`src/verilog/dcrl_cfg.svh`:
```
`ifndef DCRL_CFG_SVH
`define DCRL_CFG_SVH
// register byte offsets
`define DCRL_OFF_SYS_CFG    8'h00
`define DCRL_OFF_LOCK_CODE  8'h04
`define DCRL_OFF_ANALOG_SEL 8'h08
`define DCRL_OFF_RELAY1_FN  8'h0C
`define DCRL_OFF_RELAY2_FN  8'h10
`define DCRL_OFF_AUX_FN     8'h14
`define DCRL_OFF_MIN_FREQ   8'h18
`define DCRL_OFF_UNLOCK     8'h1C
`define DCRL_OFF_STATUS     8'h20
`define DCRL_OFF_INT_STAT   8'h24
`define DCRL_OFF_INT_CLR    8'h28
`define DCRL_OFF_INT_EN     8'h2C
// limits and reset values
`define DCRL_SYS_CFG_MAX    8'h04
`define DCRL_LOCK_MAX       8'h63
`define DCRL_ANALOG_MAX     8'h03
`define DCRL_RELAY1_MAX     8'h06
`define DCRL_RELAY2_MAX     8'h05
`define DCRL_AUX_MAX        8'h02
`define DCRL_SYS_CFG_RST    3'h0
`define DCRL_LOCK_RST       7'h00
`define DCRL_ANALOG_RST     2'h0
`define DCRL_RELAY_RST      3'h0
`define DCRL_AUX_RST        2'h1
`define DCRL_MIN_FREQ_RST   16'h0000
// aux function field positions
`define DCRL_AUX_ONE_LSB    0
`define DCRL_AUX_TWO_LSB    8
// interrupt bit positions
`define DCRL_INT_REJECT     0
`define DCRL_INT_FAULT      1
`define DCRL_INT_RELAY      2
`define DCRL_INT_W          3
`endif

```
`src/verilog/dcrl_pkg.sv`:
```
package dcrl_pkg;
  typedef enum logic [2:0] {
    DCRL_CFG_AUX_RUN, DCRL_CFG_PRESSURE, DCRL_CFG_POT_SPEED,
    DCRL_CFG_CURRENT_SPEED, DCRL_CFG_HOA
  } dcrl_sys_cfg_t;
  typedef struct packed {
    logic       run;
    logic       pressure_loop;
    logic       hoa_active;
    logic [1:0] speed_source;   // 0 none, 1 pot, 2 current
  } dcrl_ctrl_t;
  typedef struct packed {
    logic primary_two;
    logic backup_used;
  } dcrl_analog_t;
  typedef struct packed {
    logic [7:0]  addr;
    logic [31:0] wdata;
    logic        wr;
    logic        rd;
  } dcrl_bus_req_t;
endpackage

```
`src/verilog/dcrl_top.sv`:
```
// Behaviour
// - configuration selector 0..4, reset 0, picks run and speed sources
// - config 0 runs only while both auxiliary inputs report run (contact closed, or aux function 1)
// - aux functions default to always-run so config 0 runs with no contacts
// - config 1 closes the pressure loop on the analog pressure input
// - config 2 speed from potentiometer, config 3 speed from current input
// - config 4 pressure from current input, honours hand-off-auto, pot speed
// - lock engaged: reads still work, every parameter write refused
// - lock code 0..99, reset 0; zero disables locking
// - analog select: 0 one, 1 two, 2 one backed by two, 3 two backed by one
// - relay function 0: closed normally, open on any system fault
// - relay functions 1..3 reserved; relay held open
// - relay function 4: closed normally, open on pump fault
// - relay function 5: closed while frequency exceeds minimum frequency
// - lead/lag control overrides relay two, and relay one unless it is on function 6
// - relay function 6: ignores lead/lag, closed while frequency above zero
// - function 6 only for relay one; relay two limited 0..5, reset 0
// - aux function 0 follows the contact, 1 is always run
//
// Local design decisions: the strobed register port and the address map.
`timescale 1ns/1ps
`default_nettype none
`include "dcrl_cfg.svh"
module dcrl_top
  import dcrl_pkg::*;
(
  // clock and reset
  input  wire logic        clk,
  input  wire logic        reset,
  // register port
  input  wire logic [7:0]  addr,
  input  wire logic [31:0] wdata,
  input  wire logic        wr,
  input  wire logic        rd,
  output logic      [31:0] rdata,
  // contacts and field pins
  input  wire logic        auxiliary_contact_one,
  input  wire logic        auxiliary_contact_two,
  input  wire logic [1:0]  hand_off_auto_switch,
  input  wire logic        current_one_ok,
  input  wire logic        current_two_ok,
  // drive status from same clock
  input  wire logic        system_fault,
  input  wire logic        pump_fault,
  input  wire logic [15:0] motor_freq,
  input  wire logic        lead_lag_active,
  input  wire logic        lead_lag_relay_one,
  input  wire logic        lead_lag_relay_two,
  // control outputs
  output logic             motor_run,
  output logic             pressure_loop,
  output logic             hoa_active,
  output logic [1:0]       speed_source,
  output logic             current_primary_two,
  output logic             current_backup_used,
  output logic             relay_one_open_contact,
  output logic             relay_two_open_contact,
  output logic             irq
);
  logic [2:0]  sys_cfg_q;
  logic [6:0]  lock_code_q;
  logic        locked_q;
  logic [1:0]  analog_sel_q;
  logic [2:0]  relay1_fn_q;
  logic [2:0]  relay2_fn_q;
  logic [1:0]  auxiliary_contact_one_fn_q;
  logic [1:0]  auxiliary_contact_two_fn_q;
  logic [15:0] min_freq_q;
  logic [1:0]  auxiliary_contact_one_s1_q, auxiliary_contact_one_s2_q;
  logic [1:0]  auxiliary_contact_two_s1_q, auxiliary_contact_two_s2_q;
  logic [1:0]  cur_s1_q,  cur_s2_q;
  logic [1:0]  hoa_s1_q,  hoa_s2_q;
  logic [`DCRL_INT_W-1:0] int_stat_q;
  logic [`DCRL_INT_W-1:0] int_en_q;
  logic [31:0] rdata_q;
  logic        relay1_q, relay2_q, irq_q;
  dcrl_ctrl_t   ctrl_q;
  dcrl_analog_t analog_q;
  dcrl_bus_req_t req;

  assign req = '{addr: addr, wdata: wdata, wr: wr, rd: rd};

  // relay condition for one function code
  function automatic logic relay_cond(input logic [2:0] fn, input logic sf,
                                      input logic pf, input logic [15:0] fq,
                                      input logic [15:0] mf);
    unique case (fn)
      3'h0:    relay_cond = !sf;
      3'h4:    relay_cond = !pf;
      3'h5:    relay_cond = fq > mf;
      3'h6:    relay_cond = fq != 16'h0000;
      default: relay_cond = 1'b0;
    endcase
  endfunction

  // aux input decode
  function automatic logic aux_run(input logic [1:0] fn, input logic contact);
    aux_run = (fn == 2'h1) ? 1'b1 : contact;
  endfunction

  // write decode
  wire        wr_ok      = req.wr && !locked_q;
  wire [7:0]  wv         = req.wdata[7:0];
  wire        wr_cfg     = wr_ok && req.addr == `DCRL_OFF_SYS_CFG;
  wire        wr_lock    = wr_ok && req.addr == `DCRL_OFF_LOCK_CODE;
  wire        wr_analog  = wr_ok && req.addr == `DCRL_OFF_ANALOG_SEL;
  wire        wr_r1      = wr_ok && req.addr == `DCRL_OFF_RELAY1_FN;
  wire        wr_r2      = wr_ok && req.addr == `DCRL_OFF_RELAY2_FN;
  wire        wr_aux     = wr_ok && req.addr == `DCRL_OFF_AUX_FN;
  wire        wr_minf    = wr_ok && req.addr == `DCRL_OFF_MIN_FREQ;
  wire        wr_unlock  = req.wr && req.addr == `DCRL_OFF_UNLOCK;
  wire        wr_clr     = req.wr && req.addr == `DCRL_OFF_INT_CLR;
  wire        wr_en      = req.wr && req.addr == `DCRL_OFF_INT_EN;
  wire [7:0]  auxiliary_contact_one_v     = req.wdata[`DCRL_AUX_ONE_LSB +: 8];
  wire [7:0]  auxiliary_contact_two_v     = req.wdata[`DCRL_AUX_TWO_LSB +: 8];
  wire        cfg_good   = wv <= `DCRL_SYS_CFG_MAX;
  wire        lock_good  = wv <= `DCRL_LOCK_MAX;
  wire        an_good    = wv <= `DCRL_ANALOG_MAX;
  wire        r1_good    = wv <= `DCRL_RELAY1_MAX;
  wire        r2_good    = wv <= `DCRL_RELAY2_MAX;
  wire        aux_good   = auxiliary_contact_one_v <= `DCRL_AUX_MAX && auxiliary_contact_two_v <= `DCRL_AUX_MAX;
  wire        reject     = (wr_cfg && !cfg_good) || (wr_lock && !lock_good)
                        || (wr_analog && !an_good) || (wr_r1 && !r1_good)
                        || (wr_r2 && !r2_good) || (wr_aux && !aux_good)
                        || (req.wr && locked_q && !wr_unlock && !wr_clr && !wr_en);
  wire        unlock_hit = wr_unlock && wv[6:0] == lock_code_q && wv[7] == 1'b0;

  // control selection
  wire        auxiliary_contact_one_run   = aux_run(auxiliary_contact_one_fn_q, auxiliary_contact_one_s2_q[1]);
  wire        auxiliary_contact_two_run   = aux_run(auxiliary_contact_two_fn_q, auxiliary_contact_two_s2_q[1]);
  wire        hoa_run    = hoa_s2_q != 2'h1;
  dcrl_ctrl_t ctrl_d;
  always_comb begin
    ctrl_d = '0;
    unique case (dcrl_sys_cfg_t'(sys_cfg_q))
      DCRL_CFG_AUX_RUN:       ctrl_d.run = auxiliary_contact_one_run && auxiliary_contact_two_run;
      DCRL_CFG_PRESSURE: begin
        ctrl_d.run           = 1'b1;
        ctrl_d.pressure_loop = 1'b1;
      end
      DCRL_CFG_POT_SPEED: begin
        ctrl_d.run          = 1'b1;
        ctrl_d.speed_source = 2'h1;
      end
      DCRL_CFG_CURRENT_SPEED: begin
        ctrl_d.run          = 1'b1;
        ctrl_d.speed_source = 2'h2;
      end
      DCRL_CFG_HOA: begin
        ctrl_d.run           = hoa_run;
        ctrl_d.pressure_loop = 1'b1;
        ctrl_d.hoa_active    = 1'b1;
        ctrl_d.speed_source  = 2'h1;
      end
      default: ctrl_d = '0;
    endcase
  end

  // analog selection
  dcrl_analog_t analog_d;
  always_comb begin
    analog_d = '0;
    unique case (analog_sel_q)
      2'h0: analog_d.primary_two = 1'b0;
      2'h1: analog_d.primary_two = 1'b1;
      2'h2: analog_d.primary_two = !cur_s2_q[0] && cur_s2_q[1];
      2'h3: analog_d.primary_two = !(!cur_s2_q[1] && cur_s2_q[0]);
    endcase
    analog_d.backup_used = (analog_sel_q == 2'h2 && analog_d.primary_two)
                        || (analog_sel_q == 2'h3 && !analog_d.primary_two);
  end

  // relays; lead/lag overrides unless relay one is function 6
  wire r1_own  = relay_cond(relay1_fn_q, system_fault, pump_fault, motor_freq, min_freq_q);
  wire r2_own  = relay_cond(relay2_fn_q, system_fault, pump_fault, motor_freq, min_freq_q);
  wire relay1_d = (lead_lag_active && relay1_fn_q != 3'h6) ? lead_lag_relay_one : r1_own;
  wire relay2_d = lead_lag_active ? lead_lag_relay_two : r2_own;

  // events
  wire [`DCRL_INT_W-1:0] ev = {relay1_d != relay1_q, system_fault || pump_fault, reject};
  wire [`DCRL_INT_W-1:0] int_stat_d = ev | (int_stat_q & ~(wr_clr ? req.wdata[`DCRL_INT_W-1:0]
                                                         : '0));

  // read mux
  logic [31:0] rd_mux;
  always_comb begin
    unique case (req.addr)
      `DCRL_OFF_SYS_CFG:    rd_mux = {29'h0, sys_cfg_q};
      `DCRL_OFF_LOCK_CODE:  rd_mux = 32'h0; // code itself never readable
      `DCRL_OFF_ANALOG_SEL: rd_mux = {30'h0, analog_sel_q};
      `DCRL_OFF_RELAY1_FN:  rd_mux = {29'h0, relay1_fn_q};
      `DCRL_OFF_RELAY2_FN:  rd_mux = {29'h0, relay2_fn_q};
      `DCRL_OFF_AUX_FN:     rd_mux = {22'h0, auxiliary_contact_two_fn_q, 6'h0, auxiliary_contact_one_fn_q};
      `DCRL_OFF_MIN_FREQ:   rd_mux = {16'h0, min_freq_q};
      `DCRL_OFF_STATUS:     rd_mux = {22'h0, locked_q, relay2_q, relay1_q,
                                      analog_q, ctrl_q};
      `DCRL_OFF_INT_STAT:   rd_mux = {29'h0, int_stat_q};
      `DCRL_OFF_INT_EN:     rd_mux = {29'h0, int_en_q};
      default:              rd_mux = 32'h0;
    endcase
  end

  always_ff @(posedge clk) begin
    auxiliary_contact_one_s1_q <= {auxiliary_contact_one_s1_q[0], auxiliary_contact_one};
    auxiliary_contact_one_s2_q <= {auxiliary_contact_one_s2_q[0], auxiliary_contact_one_s1_q[1]};
    auxiliary_contact_two_s1_q <= {auxiliary_contact_two_s1_q[0], auxiliary_contact_two};
    auxiliary_contact_two_s2_q <= {auxiliary_contact_two_s2_q[0], auxiliary_contact_two_s1_q[1]};
  end

  always_ff @(posedge clk) begin
    cur_s1_q <= {current_two_ok, current_one_ok};
    cur_s2_q <= cur_s1_q;
    hoa_s1_q <= hand_off_auto_switch;
    hoa_s2_q <= hoa_s1_q;
  end

  always_ff @(posedge clk) begin
    if (reset) begin
      sys_cfg_q    <= `DCRL_SYS_CFG_RST;
      lock_code_q  <= `DCRL_LOCK_RST;
      analog_sel_q <= `DCRL_ANALOG_RST;
      relay1_fn_q  <= `DCRL_RELAY_RST;
      relay2_fn_q  <= `DCRL_RELAY_RST;
      auxiliary_contact_one_fn_q    <= `DCRL_AUX_RST;
      auxiliary_contact_two_fn_q    <= `DCRL_AUX_RST;
      min_freq_q   <= `DCRL_MIN_FREQ_RST;
    end else begin
      if (wr_cfg && cfg_good)     sys_cfg_q    <= wv[2:0];
      if (wr_lock && lock_good)   lock_code_q  <= wv[6:0];
      if (wr_analog && an_good)   analog_sel_q <= wv[1:0];
      if (wr_r1 && r1_good)       relay1_fn_q  <= wv[2:0];
      if (wr_r2 && r2_good)       relay2_fn_q  <= wv[2:0];
      if (wr_aux && aux_good) begin
        auxiliary_contact_one_fn_q <= auxiliary_contact_one_v[1:0];
        auxiliary_contact_two_fn_q <= auxiliary_contact_two_v[1:0];
      end
      if (wr_minf)                min_freq_q   <= req.wdata[15:0];
    end
  end

  // lock engages on any non-matching unlock write once code is nonzero; matching code releases
  always_ff @(posedge clk) begin
    if (reset)
      locked_q <= 1'b0;
    else if (lock_code_q == 7'h00)
      locked_q <= 1'b0;
    else if (wr_unlock)
      locked_q <= !unlock_hit;
  end

  always_ff @(posedge clk) begin
    if (reset) begin
      ctrl_q     <= '0;
      analog_q   <= '0;
      relay1_q   <= 1'b0;
      relay2_q   <= 1'b0;
      int_stat_q <= '0;
      int_en_q   <= '0;
      irq_q      <= 1'b0;
      rdata_q    <= 32'h0;
    end else begin
      ctrl_q     <= ctrl_d;
      analog_q   <= analog_d;
      relay1_q   <= relay1_d;
      relay2_q   <= relay2_d;
      int_stat_q <= int_stat_d;
      if (wr_en) int_en_q <= req.wdata[`DCRL_INT_W-1:0];
      irq_q      <= |(int_stat_d & (wr_en ? req.wdata[`DCRL_INT_W-1:0] : int_en_q));
      rdata_q    <= req.rd ? rd_mux : 32'h0;
    end
  end

  assign rdata                  = rdata_q;
  assign motor_run              = ctrl_q.run;
  assign pressure_loop          = ctrl_q.pressure_loop;
  assign hoa_active             = ctrl_q.hoa_active;
  assign speed_source           = ctrl_q.speed_source;
  assign current_primary_two    = analog_q.primary_two;
  assign current_backup_used    = analog_q.backup_used;
  assign relay_one_open_contact = relay1_q;
  assign relay_two_open_contact = relay2_q;
  assign irq                    = irq_q;
endmodule
`default_nettype wire

```
`config.mk`:
```
export PLATFORM = sky130hd
export DESIGN_NAME = dcrl_top
export DESIGN_NICKNAME = d
export VERILOG_FILES = /design/src/verilog/dcrl_pkg.sv /design/src/verilog/dcrl_top.sv
export VERILOG_INCLUDE_DIRS = /design/src /design/src/verilog
export SDC_FILE = /design/constraint.sdc
export NUM_CORES = 1
export LEC_CHECK = 0
export BUFFER_PORTS_ARGS = -buffer_cell sky130_fd_sc_hd__buf_2
export CORE_MARGIN = 5
export CORE_UTILIZATION = 56
export CTS_CLUSTER_SIZE = 16
export DETAILED_ROUTE_END_ITERATION = 8
export GPL_TIMING_DRIVEN = 0
export PLACE_DENSITY = 0.85
export REMOVE_ABC_BUFFERS = 1
export SYNTH_ARGS = -nofsm -noshare
export SYNTH_HDL_FRONTEND = slang
export SYNTH_SLANG_ARGS = --single-unit
```
`constraint.sdc`:
```
create_clock -name clk -period 4.35 [get_ports clk]
set_input_delay 1.305 -clock clk [delete_from_list [all_inputs] [get_ports clk]]
set_output_delay 1.305 -clock clk [all_outputs]
set_load 0.1 [all_outputs]
```
[After elaboration in Yosys (flattened, before gate mapping)]
Index checks and enable logic that the tools add are counted.
Operators by class
  magnitude comparators: 8
  equal/unequal tests: 30
  multiplexer cells: 14
  bitwise operators: 6
  reduce and logical (&&, ||, !) cells: 74
Operator list (count)
  one-hot mux 16 bit (9 select lines): 1
  logical AND 1 bit: 36
  == test 8 x 5 -> 1 bit (second input constant): 4
  == test 8 x 6 -> 1 bit (second input constant): 4
  less-or-equal comparator 8 x 2 -> 1 bit (second input constant): 3
  less-or-equal comparator 8 x 3 -> 1 bit (second input constant): 3
  == test 3 bit (second input constant): 7
  logical NOT 1 bit: 17
  == test 8 x 4 -> 1 bit (second input constant): 2
  > comparator 16 bit: 1
  nonzero test 16 bit: 1
  one-hot mux 1 bit (4 select lines): 3
  logical NOT 3 bit: 3
  == test 8 x 3 -> 1 bit (second input constant): 1
  less-or-equal comparator 8 x 7 -> 1 bit (second input constant): 1
  logical NOT 8 bit: 1
  logical OR 1 bit: 8
  OR reduction 2 bit: 4
  == test 7 bit: 1
  logical NOT 7 bit: 1
  AND 3 bit: 2
  == test 2 x 1 -> 1 bit (second input constant): 3
  == test 3 x 2 -> 1 bit (second input constant): 2
  2-to-1 mux 1 bit: 6
  13 further kinds: 17
Storage, ports and cells
  register bits: 103
  bits of input ports: 71
  word-level logic and storage cells: 161

[Depth between registers and ports, before layout]
  depth in word-level cells: 13
  mapped depth: 9
  gate-level depth less buffers: 9

[Least setup slack after synthesis]
Ideal clock, no wire load.
  kind: input port to flip-flop
  from: in addr[3]
  to: reg irq_q (netlist: irq)
  setup time: 0.135 ns
  data arrival time: 3.077 ns
  setup slack: 1.138 ns
  stages on the path: 7
  path buffers: 1
  cell sequence: buf_4 or3b_1 or2_1 o31a_1 or4_1 nand4_1 o311ai_1
On the way
  cells in the longest elaborated chain, start to end: 12
RTL lines
  start, declared: line dcrl_top.sv:31  | input wire logic [7:0] addr,
  == test 8 x 3 -> 1 bit (no line) or logical NOT 8 bit (tied branches)
  logical AND 1 bit (no line)
  logical AND 1 bit: line dcrl_top.sv:122  | wire reject = (wr_cfg && !cfg_good) || (wr_lock && !lock_good)
  logical OR 1 bit: line dcrl_top.sv:122
  logical OR 1 bit (2 in series): line dcrl_top.sv:123  | || (wr_analog && !an_good) || (wr_r1 && !r1_good)
  logical OR 1 bit (2 in series): line dcrl_top.sv:124  | || (wr_r2 && !r2_good) || (wr_aux && !aux_good)
  logical OR 1 bit: line dcrl_top.sv:125  | || (req.wr && locked_q && !wr_unlock && !wr_clr && !wr_en);
  bitwise OR 3 bit: line dcrl_top.sv:181  | wire [`DCRL_INT_W-1:0] int_stat_d = ev | (int_stat_q & ~(wr_clr ? req.wdata[`DCRL_INT_W-1:0]
  AND 3 bit (*): line dcrl_top.sv:268  | irq_q <= |(int_stat_d & (wr_en ? req.wdata[`DCRL_INT_W-1:0] : int_en_q));
  OR reduction 3 bit (*): line dcrl_top.sv:268
  end signal, assigned: line dcrl_top.sv:268
  end, declared: line dcrl_top.sv:76  | logic relay1_q, relay2_q, irq_q;
Every way passes the cells marked *; elsewhere a longest branch is shown, timed or not.
A chain may end at the register's enable or synchronous reset.

[Worst setup path after layout]
  from: in addr[5]
  to: reg min_freq_q[13]
On the way
  cells in the longest elaborated chain, start to end: 2
RTL lines
  == test 8 x 5 -> 1 bit
  logical AND 1 bit (no line)
  end signal, assigned: line dcrl_top.sv:226  | min_freq_q <= `DCRL_MIN_FREQ_RST;
  end signal, assigned: line dcrl_top.sv:237  | if (wr_minf) min_freq_q <= req.wdata[15:0];
  end, declared: line dcrl_top.sv:68  | logic [15:0] min_freq_q;
No other way between the ends.

==> results.md <==
- Status: finished clean
- Post-cts gate resize count: 0
- Post-CTS Setup Bufs: 0
- Final Hold Viols: 0
- Global-route wire length before repair: 16.9 mm
- Slew HR: 0.156
- Post-route cell area: roughly 4700 sq um
- Setup-failing EPs final: 0
- Finished Core Util: 0.649
- GRT Overall Usage: 0.239
- Core Area: about 7000 sq um
- Clock Tree Root: clkbuf_8
- Vias per cell: around 5.8
- Startpoint Class: input pin
- RSZ-0062 raised after global routing: false
- FFs w/ async S/R, synth: 0
- Largest area contributor in the netlist: dfxtp_1
- Number of CTS-inserted buffers: 9
- Via count: between 3000 and 4000
- CTS hold repair buffers: 0
- Total grt overflow: 0
- WHS: around 0.34 ns
- Initial drt markers: between 300 and 400
- Static Leak: 1.87 nW
- Post-DR wirelength/cell: around 16 microns
- Crit path top cell by count: nand2_1
- Sequential share of the synthesized area: 0.427
- Largest net degree at the start of global routing: 58
- CP Depth: 7
- Post-synth top area share: 0.427
- Final antenna-violating net count: 0
- Worst ir drop on vdd: between 0.0003 and 0.0004 V
- Average cell area after synthesis: about 8.5 sq um
- DRT Wirelength: 10.5 mm
- Setup TNS: 0 ns
- Slowest cell on the critical path: nor2_1
- CP endpoint kind: flop
- Port bufs: 80
- DIE AREA: 9080 sq um
- Worst Reg-to-Reg Cells: 9
- Reg2Reg Setup Slack: around 1.8 ns
- Synthesized flop and latch total: a little under 90
- Buf/Inv on CP: 1
- Total power: about 1.5 mW
- Ys flop type: dfxtp_1
- Clock Skew: between 0.01 and 0.015 ns
- Maximum capacitance violations: 0
- Initial antenna violation count: 0
- Die height: approximately 95 microns
- CP max FO: 16
- Worst r2r src: min_freq_q[7]
- TritonCTS clock tree: yes
- Clock buffer depth: 2
- Max Clock Freq: 0.290 GHz
- Post-Syn Area: roughly 4100 sq um
- Clk sinks: 87
- Netlist cell types: 51
- Clk slew on worst S/H paths: roughly 0.1 ns
- H-tree depth: 3
- Number of I/O pins: 113
- Area contributors post-synth: dfxtp_1 (43%), nor2_1 (5.4%), mux2i_1 (5.4%)
- DRC: 0
- Crit path to: min_freq_q[13]
- Antenna diodes: 0
- Worst slew pin tran: roughly 1.2 ns
- HP Class: reg2reg
- Dpl cell area: roughly 4500 sq um
- P per Cell Area: between 300 and 400 nW/um^2
- CP startpoint: addr[5]
- Row count: 31
- CP required: roughly 4.6 ns
- Starting Density: 0.568
- Placer Congestion: around 1
- Post-DP HPWL: between 7 and 8 mm
- EDFF count, synth: 0
- Fin nets: ~640
- Crit-path cells: buf_2 -> nor3_1 -> nand2_1 -> nor2_1 -> nand2_1 -> nand2_1 -> a21oi_1
- Min Tclk post-route: ~3.5 ns
- Vias in the first global route: about 3600
- CP max stage delay: ~0.63 ns
- Delay-heaviest family, CP: simple AND/OR/NAND/NOR gates
- Die W: about 95 microns
- Synth warnings: 0
- Mapped Cells: ~480
- Clk_lat worst skew: between 0.3 and 0.4 ns
- Critical R2R Capture: irq
- Worst hold path depth: 0
- Slew Viols, Final: 0
- Layout cells sized above 1: 0.176
- Critical path arrival: ~3.7 ns
- Tcrit/Tclk final: 0.793
- Synth-to-Final Area Change: 14.2%
- Router iterations before antenna repair: 9
- Critical path class: in2reg
-- worst register-to-register path: cells and delay by family, from the launching register on --
family / cells / cell delay, ns
AO/OA/AOI/OAI: 4 / 0.66
adder cells (fa/ha/maj): 1 / 0.29
buffers and inverters: 1 / 0.07
flip-flops: 1 / 0.36
AND/OR/NAND/NOR: 3 / 1.02
-- cell families (layout without fill, tap and decap cells) --
logic type	count (synthesis)	after routing	synth area share
and+or+nand+nor	203	203	0.240
muxes	22	22	0.0540
buffers and inverters	55	115	0.0669
AOI/OAI and AO/OA	88	88	0.140
adders and majority gates	16	16	0.0491
other	1	16	0.000920
DFF	87	87	0.427
xor gates and xnor gates	10	10	0.0215
-- sequential cells by signal, indices dropped and copies added, names as in the netlist, 3 cells and up --
register     count
int_en_q         3
int_stat_q       3
lock_code_q      7
min_freq_q      16
rdata           16
relay1_fn_q      3
relay2_fn_q      3
sys_cfg_q        3
-- cell usage in the layout (no fill, tap or decap), drive strengths merged, types with 3 or more instances in the layout --
| cell type | n |
|---|---|
| dfxtp | 87 |
| buf | 80 |
| nor2 | 59 |
| nand2 | 58 |
| a21oi | 42 |
| inv | 23 |
| mux2i | 22 |
| nor3 | 18 |
| ha | 16 |
| conb | 16 |
| nor4 | 13 |
| nand3 | 10 |
| nor2b | 9 |
| a22oi | 9 |
| clkbuf | 9 |
| o21ai | 8 |
| nand4 | 8 |
| a31oi | 7 |
| xor2 | 7 |
| or3 | 5 |
| nand2b | 4 |
| or4 | 3 |
| xnor2 | 3 |
| a222oi | 3 |
-- cell type report --
cell class	count	area, sq um
Multi-Input combinational cell	355	2120
Tap cell	99	124
Timing Repair Buffer	80	400
Fill cell	596	2520
Sequential cell	87	1740
Clock inverter	7	70.1
Clock buffer	9	124
Inverter	19	71.3
-- report_power, final --
| part | switching (mW) | leakage, nW | internal (mW) | total (mW) |
|---|---|---|---|---|
| clock | 0.321 | 0.0955 | 0.223 | 0.544 |
| sequential | 0.00583 | 0.708 | 0.807 | 0.813 |
| combinational | 0.143 | 1.07 | 0.0438 | 0.187 |
-- per-layer routing --
layer | up-vias | track usage | part of all wire | wire [microns]
met5 | - | 0 | 0 | 0
met4 | 0 | 0.0829 | 0.021 | 221
met1 | 1714 | 0.305 | 0.39 | 4130
met3 | 31 | 0.0529 | 0.11 | 1160
li1 | 1820 | - | - | -
met2 | 215 | 0.398 | 0.47 | 4980
-- cell usage after synthesis, drive strengths merged (3+ instances only) --
master  instances
xor2            7
clkbuf         17
nor2b           9
nand2b          4
nor2           59
or3             5
nand3          10
xnor2           3
a31oi           7
a22oi           9
a21oi          42
nand2          58
inv            19
nor3           18
buf            19
or4             3
o21ai           8
dfxtp          87
ha             16
a222oi          3
nand4           8
mux2i          22
nor4           13
-- worst min-delay path by stage --
stage | startpoint | end | slack [ns]
after global placement | auxiliary_contact_two_s1_q[0] | auxiliary_contact_two_s1_q[1] | 0.31
after global routing | auxiliary_contact_one_s1_q[0] | auxiliary_contact_one_s1_q[1] | 0.34
after detailed placement | auxiliary_contact_one_s1_q[0] | auxiliary_contact_one_s1_q[1] | 0.31
final | auxiliary_contact_one_s1_q[1] | auxiliary_contact_one_s2_q[0] | 0.34
after floorplan | auxiliary_contact_one_s1_q[0] | auxiliary_contact_one_s1_q[1] | 0.31
after CTS | auxiliary_contact_one_s1_q[0] | auxiliary_contact_one_s1_q[1] | 0.34
-- per-stage QoR --
stage               cells  setup WS, ns
finish                656         0.899
CTS                   656         0.759
global route          656         0.767
floorplan             461          1.17
detailed placement    640         0.350
global placement      640         0.357
Power figures use the tool's default switching activity.
